--- config.mk ---
export PLATFORM = sky130hd
export DESIGN_NAME = charger_status_and_input_limit_regs
export DESIGN_NICKNAME = d
export VERILOG_FILES = /design/src/design/charger_regs_pkg.sv /design/src/design/charger_reg_bank.sv /design/src/design/charger_status_and_input_limit_regs.sv
export SDC_FILE = /design/constraint.sdc
export NUM_CORES = 1
export LEC_CHECK = 0
export ABC_AREA = 1
export BUFFER_PORTS_ARGS = -buffer_cell sky130_fd_sc_hd__buf_2
export CAP_MARGIN = 20
export CORE_UTILIZATION = 30
export CTS_CLUSTER_SIZE = 10
export DETAILED_ROUTE_END_ITERATION = 7
export MAX_ROUTING_LAYER = met4
export PLACE_DENSITY = 0.48
export REMOVE_ABC_BUFFERS = 1
export SYNTH_ARGS = -nofsm -noshare
export SYNTH_HDL_FRONTEND = slang
export SYNTH_SLANG_ARGS = --single-unit
--- constraint.sdc ---
create_clock -name clock -period 2.4 [get_ports clock]
set_clock_uncertainty 0.1 [all_clocks]
set_input_delay 0.36 -clock clock [delete_from_list [all_inputs] [get_ports clock]]
set_output_delay 0.36 -clock clock [all_outputs]
set_load 0.03 [all_outputs]
--- src/design/charger_regs_pkg.sv ---
// constants, field layouts and enumerations of the charger status and
// input-limit register bank; assumes a host on a two-wire serial bus.
//
// Contract
// - input type field bits 7:5, codes 000-011
// - input type codes 100-111: hv, unknown, nonstd, boost
// - current limit reported elsewhere, not in type
// - charge phase bits 4:3: none,pre,fast,done
// - bit 0 set during minimum system regulation
// - fault bit 7 shows watchdog expiry
// - fault bit 6 shows boost mode faults
// - charge fault code bits 5:4
// - limit register bit 7 selects relative/absolute
// - threshold code 7 bits, 2.6V plus 100mV
// - codes below 0001101 act as 3.9V
// - relative mode: code read-only, internally updated
// - absolute mode: host reads and writes code
// - source plug-in restores whole limit register
// - status registers read-only, live device state
// - force optimizer bit: set only, self clears
package charger_regs_pkg;

   localparam logic [7:0] addr_optimizer     = 8'h09;
   localparam logic [7:0] addr_input_status  = 8'h0b;
   localparam logic [7:0] addr_fault_status  = 8'h0c;
   localparam logic [7:0] addr_ilim          = 8'h0d;

   localparam logic [7:0] ilim_reset         = 8'h12;
   localparam logic [6:0] ilim_code_min      = 7'h0d;
   localparam int         ilim_offset_mv     = 2600;
   localparam int         ilim_step_mv       = 100;

   localparam int         ilim_mode_bit      = 7;
   localparam int         optimizer_bit      = 7;

   // bus address, arbitrary value
   localparam logic [6:0] bus_dev_addr       = 7'h50;
   localparam logic [3:0] bits_per_byte      = 4'h8;

   typedef enum logic [2:0] {
      src_none    = 3'h0,
      src_usb_sdp = 3'h1,
      src_usb_cdp = 3'h2,
      src_usb_dcp = 3'h3,
      src_hv_dcp  = 3'h4,
      src_unknown = 3'h5,
      src_nonstd  = 3'h6,
      src_otg     = 3'h7
   } input_source_t;

   typedef enum logic [1:0] {
      phase_idle = 2'h0,
      phase_pre  = 2'h1,
      phase_fast = 2'h2,
      phase_done = 2'h3
   } charge_phase_t;

   typedef enum logic [1:0] {
      cfault_none    = 2'h0,
      cfault_input   = 2'h1,
      cfault_thermal = 2'h2,
      cfault_timer   = 2'h3
   } charge_fault_t;

   typedef enum logic [3:0] {
      bus_idle, bus_addr, bus_ack_addr, bus_ptr, bus_ack_ptr,
      bus_wr, bus_ack_wr, bus_rd, bus_rd_ack
   } bus_state_t;

endpackage

--- src/design/charger_reg_bank.sv ---
// register storage of the charger: two live status registers, the
// input-limit control register and the force-optimizer bit.
// assumes one-cycle write strobes from the serial slave.
`timescale 1ns/1ps
module charger_reg_bank
   import charger_regs_pkg::*;
(
   input  wire logic                            clock,
   input  wire logic                            rst,
   input  wire logic                            wr_en,
   input  wire logic [7:0]                      wr_addr,
   input  wire logic [7:0]                      wr_data,
   input  wire logic [7:0]                      rd_addr,
   input  wire charger_regs_pkg::input_source_t input_source_type,
   input  wire charger_regs_pkg::charge_phase_t charge_phase,
   input  wire logic                            power_good_flag,
   input  wire logic                            min_system_reg_flag,
   input  wire logic                            watchdog_fault,
   input  wire logic                            boost_fault,
   input  wire charger_regs_pkg::charge_fault_t charge_fault_code,
   input  wire logic                            battery_fault,
   input  wire logic [2:0]                      thermistor_fault,
   input  wire logic                            source_plugged,
   input  wire logic                            rel_limit_load,
   input  wire logic [6:0]                      rel_limit_code,
   input  wire logic                            optimizer_started,
   output logic [7:0]                           rd_data,
   output logic                                 abs_input_limit_select,
   output logic [6:0]                           input_volt_limit_code,
   output logic [6:0]                           effective_limit_code,
   output logic                                 force_input_optimizer
);
   import charger_regs_pkg::*;

   logic [7:0] input_and_charge_status;
   logic [7:0] fault_status;
   logic       wr_ilim;
   logic       wr_opt;

   assign wr_ilim = wr_en && (wr_addr == addr_ilim);
   assign wr_opt  = wr_en && (wr_addr == addr_optimizer);

   // live status, no host write path
   always_ff @(posedge clock or posedge rst) begin
      if (rst) begin
         input_and_charge_status <= 8'h00;
         fault_status            <= 8'h00;
      end else begin
         input_and_charge_status <= {input_source_type,
                                     charge_phase,
                                     power_good_flag,
                                     1'b0,
                                     min_system_reg_flag};
         fault_status <= {watchdog_fault,
                          boost_fault,
                          charge_fault_code,
                          battery_fault,
                          thermistor_fault};
      end
   end

   // input-limit control register
   always_ff @(posedge clock or posedge rst) begin
      if (rst) begin
         abs_input_limit_select <= ilim_reset[ilim_mode_bit];
         input_volt_limit_code  <= ilim_reset[6:0];
      end else if (source_plugged) begin
         abs_input_limit_select <= ilim_reset[ilim_mode_bit];
         input_volt_limit_code  <= ilim_reset[6:0];
      end else if (wr_ilim) begin
         abs_input_limit_select <= wr_data[ilim_mode_bit];
         if (wr_data[ilim_mode_bit]) begin
            input_volt_limit_code <= wr_data[6:0];
         end else if (rel_limit_load) begin
            input_volt_limit_code <= rel_limit_code;
         end
      end else if (!abs_input_limit_select && rel_limit_load) begin
         input_volt_limit_code <= rel_limit_code;
      end
   end

   // threshold used by the regulator
   always_ff @(posedge clock or posedge rst) begin
      if (rst) begin
         effective_limit_code <= ilim_reset[6:0];
      end else if (input_volt_limit_code < ilim_code_min) begin
         effective_limit_code <= ilim_code_min;
      end else begin
         effective_limit_code <= input_volt_limit_code;
      end
   end

   // set wins over the self clear
   always_ff @(posedge clock or posedge rst) begin
      if (rst) begin
         force_input_optimizer <= 1'b0;
      end else if (wr_opt && wr_data[optimizer_bit]) begin
         force_input_optimizer <= 1'b1;
      end else if (optimizer_started) begin
         force_input_optimizer <= 1'b0;
      end
   end

   // read mux, unmapped reads as zero
   always_ff @(posedge clock or posedge rst) begin
      if (rst) begin
         rd_data <= 8'h00;
      end else begin
         unique case (rd_addr)
            addr_input_status: rd_data <= input_and_charge_status;
            addr_fault_status: rd_data <= fault_status;
            addr_ilim:         rd_data <= {abs_input_limit_select,
                                           input_volt_limit_code};
            addr_optimizer:    rd_data <= {force_input_optimizer, 7'h00};
            default:           rd_data <= 8'h00;
         endcase
      end
   end
endmodule

--- src/design/charger_status_and_input_limit_regs.sv ---
// two-wire serial slave in front of the charger register bank.
// assumes scl and sda are synchronous to clock and slow against it;
// sda is open drain: the testbench resolves the wire from sda_oe.
`timescale 1ns/1ps
module charger_status_and_input_limit_regs
   import charger_regs_pkg::*;
(
   input  wire logic                            clock,
   input  wire logic                            rst,
   input  wire logic                            scl,
   input  wire logic                            sda_in,
   output logic                                 sda_out,
   output logic                                 sda_oe,
   input  wire charger_regs_pkg::input_source_t input_source_type,
   input  wire charger_regs_pkg::charge_phase_t charge_phase,
   input  wire logic                            power_good_flag,
   input  wire logic                            min_system_reg_flag,
   input  wire logic                            watchdog_fault,
   input  wire logic                            boost_fault,
   input  wire charger_regs_pkg::charge_fault_t charge_fault_code,
   input  wire logic                            battery_fault,
   input  wire logic [2:0]                      thermistor_fault,
   input  wire logic                            source_plugged,
   input  wire logic                            rel_limit_load,
   input  wire logic [6:0]                      rel_limit_code,
   input  wire logic                            optimizer_started,
   output logic                                 abs_input_limit_select,
   output logic [6:0]                           input_volt_limit_code,
   output logic [6:0]                           effective_limit_code,
   output logic                                 force_input_optimizer
);
   import charger_regs_pkg::*;

   bus_state_t state;
   logic       scl_q;
   logic       sda_q;
   logic       scl_rise;
   logic       scl_fall;
   logic       start_seen;
   logic       stop_seen;
   logic [3:0] bit_cnt;
   logic [7:0] shift;
   logic [7:0] tx;
   logic [7:0] ptr;
   logic       read_dir;
   logic       wr_en;
   logic [7:0] wr_data;
   logic [7:0] rd_data;

   assign scl_rise   = scl && !scl_q;
   assign scl_fall   = !scl && scl_q;
   assign start_seen = scl && scl_q && sda_q && !sda_in;
   assign stop_seen  = scl && scl_q && !sda_q && sda_in;

   // line history for edge and condition detection
   always_ff @(posedge clock or posedge rst) begin
      if (rst) begin
         scl_q <= 1'b1;
         sda_q <= 1'b1;
      end else begin
         scl_q <= scl;
         sda_q <= sda_in;
      end
   end

   // open drain: only ever pulls low
   always_ff @(posedge clock or posedge rst) begin
      if (rst) begin
         sda_out <= 1'b0;
      end else begin
         sda_out <= 1'b0;
      end
   end

   // bit sampling on scl rise
   always_ff @(posedge clock or posedge rst) begin
      if (rst) begin
         shift   <= 8'h00;
         bit_cnt <= 4'h0;
      end else if (start_seen) begin
         bit_cnt <= 4'h0;
      end else if (scl_rise && (state == bus_addr || state == bus_ptr
                                || state == bus_wr || state == bus_rd)) begin
         shift   <= {shift[6:0], sda_in};
         bit_cnt <= bit_cnt + 4'h1;
      end else if (scl_fall && (state == bus_ack_addr
                   || state == bus_ack_ptr || state == bus_ack_wr
                   || state == bus_rd_ack)) begin
         bit_cnt <= 4'h0;
      end
   end

   // transfer sequencing, driving sda after each scl fall
   always_ff @(posedge clock or posedge rst) begin
      if (rst) begin
         state    <= bus_idle;
         sda_oe   <= 1'b0;
         read_dir <= 1'b0;
         ptr      <= 8'h00;
         tx       <= 8'h00;
         wr_en    <= 1'b0;
         wr_data  <= 8'h00;
      end else begin
         wr_en <= 1'b0;
         if (start_seen) begin
            state  <= bus_addr;
            sda_oe <= 1'b0;
         end else if (stop_seen) begin
            state  <= bus_idle;
            sda_oe <= 1'b0;
         end else if (scl_rise && state == bus_rd_ack && sda_in) begin
            state <= bus_idle;
         end else if (scl_fall) begin
            unique case (state)
               bus_idle: begin
                  sda_oe <= 1'b0;
               end
               bus_addr: begin
                  if (bit_cnt == bits_per_byte) begin
                     if (shift[7:1] == bus_dev_addr) begin
                        read_dir <= shift[0];
                        sda_oe   <= 1'b1;
                        state    <= bus_ack_addr;
                     end else begin
                        state <= bus_idle;
                     end
                  end
               end
               bus_ack_addr: begin
                  if (read_dir) begin
                     tx     <= {rd_data[6:0], 1'b0};
                     sda_oe <= !rd_data[7];
                     state  <= bus_rd;
                  end else begin
                     sda_oe <= 1'b0;
                     state  <= bus_ptr;
                  end
               end
               bus_ptr: begin
                  if (bit_cnt == bits_per_byte) begin
                     ptr    <= shift;
                     sda_oe <= 1'b1;
                     state  <= bus_ack_ptr;
                  end
               end
               bus_ack_ptr: begin
                  sda_oe <= 1'b0;
                  state  <= bus_wr;
               end
               bus_wr: begin
                  if (bit_cnt == bits_per_byte) begin
                     wr_en   <= 1'b1;
                     wr_data <= shift;
                     sda_oe  <= 1'b1;
                     state   <= bus_ack_wr;
                  end
               end
               bus_ack_wr: begin
                  ptr    <= ptr + 8'h01;
                  sda_oe <= 1'b0;
                  state  <= bus_wr;
               end
               bus_rd: begin
                  if (bit_cnt == bits_per_byte) begin
                     ptr    <= ptr + 8'h01;
                     sda_oe <= 1'b0;
                     state  <= bus_rd_ack;
                  end else begin
                     sda_oe <= !tx[7];
                     tx     <= {tx[6:0], 1'b0};
                  end
               end
               bus_rd_ack: begin
                  tx     <= {rd_data[6:0], 1'b0};
                  sda_oe <= !rd_data[7];
                  state  <= bus_rd;
               end
               default: begin
                  state <= bus_idle;
               end
            endcase
         end
      end
   end

   charger_reg_bank u_bank (
      .clock                  (clock),
      .rst                    (rst),
      .wr_en                  (wr_en),
      .wr_addr                (ptr),
      .wr_data                (wr_data),
      .rd_addr                (ptr),
      .input_source_type      (input_source_type),
      .charge_phase           (charge_phase),
      .power_good_flag        (power_good_flag),
      .min_system_reg_flag    (min_system_reg_flag),
      .watchdog_fault         (watchdog_fault),
      .boost_fault            (boost_fault),
      .charge_fault_code      (charge_fault_code),
      .battery_fault          (battery_fault),
      .thermistor_fault       (thermistor_fault),
      .source_plugged         (source_plugged),
      .rel_limit_load         (rel_limit_load),
      .rel_limit_code         (rel_limit_code),
      .optimizer_started      (optimizer_started),
      .rd_data                (rd_data),
      .abs_input_limit_select (abs_input_limit_select),
      .input_volt_limit_code  (input_volt_limit_code),
      .effective_limit_code   (effective_limit_code),
      .force_input_optimizer  (force_input_optimizer)
   );
endmodule

==> flow_summary.json <==
{
  "peakVddDrop_mv": 0.433,
  "crit_fanout": 5,
  "end_kind": "flop",
  "ctsResizeCount": 0,
  "antenna_found_initial": 0,
  "netlist_instances": 479,
  "worstSetupStartpointType": "flop",
  "wl_mm": 8.99,
  "pre_cts_slack_ps": 508,
  "postPlaceCellArea_um2": 4430,
  "routedWlPerCell_um": 12.8,
  "hold_path_class": "input pin to asynchronous set/reset pin",
  "die_width_um": 118,
  "path_class": "flop to flop",
  "drc_errors": 0,
  "portBuffers": 45,
  "drive_gt1_share_pct": 23.5,
  "synth_top_area_cell": "dfrtp_1",
  "stdcell_area_um2": 4740,
  "cts_tree": "done",
  "via_count": 3169,
  "finalSetupViolCount": 0,
  "num_rows": 41,
  "cts_made_buffers": 9,
  "synthFlopType": "dfrtp_1",
  "cp.required_ps": 2580,
  "worst_skew_pair.late_latency_ps": 340,
  "h-tree-depth": 3,
  "grt_first_pass_wirelength_mm": 15.2,
  "pin_count": 47,
  "yosysSeqAreaShare_pct": 51.8,
  "arrival_ps": 2100,
  "synth_area_leaders": "dfrtp_1 (48%), nand2_1 (13%), inv_1 (5.3%), dfstp_2 (3.9%), nand3_1 (3.9%)",
  "outcome": "finished clean",
  "ant_nets": 0,
  "async_reset_ff_share_pct": 100,
  "die_height_um": 118,
  "cts_setup_buffers": 0,
  "synth_edf_count": 0,
  "yosysTopAreaCellShare_pct": 47.9,
  "vias_per_cell": 4.50,
  "synth_seq_cells": 83,
  "synthTopCellsByCount": "nand2_1 (136), dfrtp_1 (77), inv_1 (57)",
  "finalCriticalPeriod_ps": 1920,
  "clk_pin_slew_ps": 60,
  "cts_hold_buf": 0,
  "ys_types": 37,
  "cap_violations": 0,
  "avgSynthCellArea_um2": 8.40,
  "gp_congestion": 0.780,
  "r2r_slack_ps": 480,
  "root_buffer": "clkbuf_16",
  "power_density_nw_per_um2": 956,
  "cts_num_sinks": 83,
  "grt_setup_unrepaired": "no",
  "reg2reg_from": "bit_cnt[0]",
  "overflow": 0,
  "finalNetCount": 561,
  "setup_ws_ps": 482,
  "worst-r2r-cell-count": 10,
  "synth_area_um2": 4020,
  "core-area_um2": 12800,
  "areaGrowthSynthToFinish_pct": 17.8,
  "clock_path_buffers": 2,
  "gr-usage-all-layers_pct": 14.4,
  "fin_setup_tns_ps": 0,
  "num_antenna_cells": 0,
  "n_fill_cell": 1357,
  "r2r-end": "state[1]",
  "detailedPlacementHpwl_mm": 6.65,
  "finalHoldViolations": 0,
  "start_util_pct": 31.4,
  "fp.dieArea_um2": 13900,
  "grt_max_degree": 84,
  "drt_pass1_iterations": 4,
  "ys_warn_count": 0,
  "slew_violations": 0,
  "yosysMostFrequentCell": "nand2_1",
  "period_share_pct": 79.9,
  "first_iter_violations": 132,
  "p_leak_nw": 2.41,
  "fmax_ghz": 0.521,
  "grt_pass1_vias": 3179
}
flip-flops by register name, summed over array words and instances (netlist names), 4 cells and up:
register and count:
u_bank.effective_limit_code 7, shift 8, u_bank.rd_data 8, u_bank.fault_status 8, u_bank.input_and_charge_status 7, wr_data 8
tx 7, u_bank.input_volt_limit_code 7, state 4, ptr 8, bit_cnt 4
through the flow:
| step | power, mW | hold WS (ps) | std cells | util (%) |
|---|---|---|---|---|
| floorplan | 2.78 | 264 | 467 | - |
| global route | 4.85 | 8.68 | 704 | 37.0 |
| finish | 4.53 | 12.5 | 704 | 37.0 |
| CTS | 4.58 | 7.33 | 704 | 37.0 |
| detailed placement | 3.12 | 291 | 688 | 34.5 |
| global placement | 3.11 | 288 | 688 | 34.5 |
how the worst max path moves through the flow:
| stage | from | end | slack, ps | depth (start not counted) |
|---|---|---|---|---|
| CTS | bit_cnt[0] | state[1] | 480 | 10 |
| detailed placement | bit_cnt[0] | wr_data[3] | 510 | 9 |
| floorplan | rst | bit_cnt[0] | -190 | 1 |
| finish | bit_cnt[0] | state[1] | 480 | 10 |
| global placement | scl_q | tx[1] | 560 | 6 |
| global route | bit_cnt[0] | state[3] | 320 | 10 |
per-layer routing:
| metal | global-route usage (%) | up-vias | wire length [um] |
|---|---|---|---|
| met5 | - | - | 0 |
| met4 | 6.25 | 0 | 197 |
| met3 | 3.10 | 17 | 351 |
| met2 | 21.8 | 71 | 4170 |
| met1 | 18.6 | 1472 | 4280 |
| li1 | - | 1609 | - |
cells by family (layout without fill, tap and decap cells):
family / count (synthesis) / count (layout) / share of synthesized area (%)
AOI/OAI and AO/OA: 77 / 77 / 11.8
adders and majority gates: 5 / 5 / 1.55
xor gates and xnor gates: 2 / 2 / 0.435
buffers and inverters: 77 / 130 / 8.15
DFF: 83 / 83 / 51.8
other: 1 / 1 / 0.0932
and+or+nand+nor: 234 / 234 / 26.2
worst max-delay path, cell delays in order, from the launching register on:
cell and delay, ps:
dfrtp_1 400, inv_1 120, ha_1 180, nand2_1 50, nor2_1 250, nand2_1 160, nand2_1 100, nand3_1 140
nand2_1 190, nand3_1 100, nand2_1 70
cell type report:
type / count / area (um^2) / area share (%)
sequential: 83 / 2080 / 44.0
multi-input combinational: 319 / 1610 / 34.0
timing repair buffer: 49 / 268 / 5.65
inverter: 65 / 250 / 5.28
clock buffer: 9 / 225 / 4.75
tap: 172 / 215 / 4.54
clock inverter: 7 / 85.1 / 1.80
layout by cell type (no fill, tap or decap), types with 2 or more instances in the layout:
master	netlist	layout
buf_2	3	45
buf_4	3	3
a21oi_1	15	15
dfrtp_1	77	77
ha_1	5	5
o21ai_1	5	5
inv_1	57	56
clkbuf_16	0	9
nand4_1	3	3
nand3_1	31	31
inv_8	0	2
nor2_2	4	4
nand2_2	13	13
nor2_4	4	4
nor2_1	32	32
o22ai_1	3	3
inv_2	6	6
clkinvlp_4	0	2
dfstp_2	6	6
nand2_1	136	136
o21ai_0	30	30
o211ai_1	6	6
or2_2	4	4
nor3_1	2	2
inv_4	2	2
o21ai_2	15	15
power by group:
group | switching (mW) | total (mW) | internal (mW) | leakage [nW]
registers | 0.209 | 1.88 | 1.67 | 1.02
logic | 0.810 | 1.22 | 0.409 | 1.24
clock network | 0.609 | 1.43 | 0.826 | 0.146
Note: power is estimated with default switching activity, not from simulation.
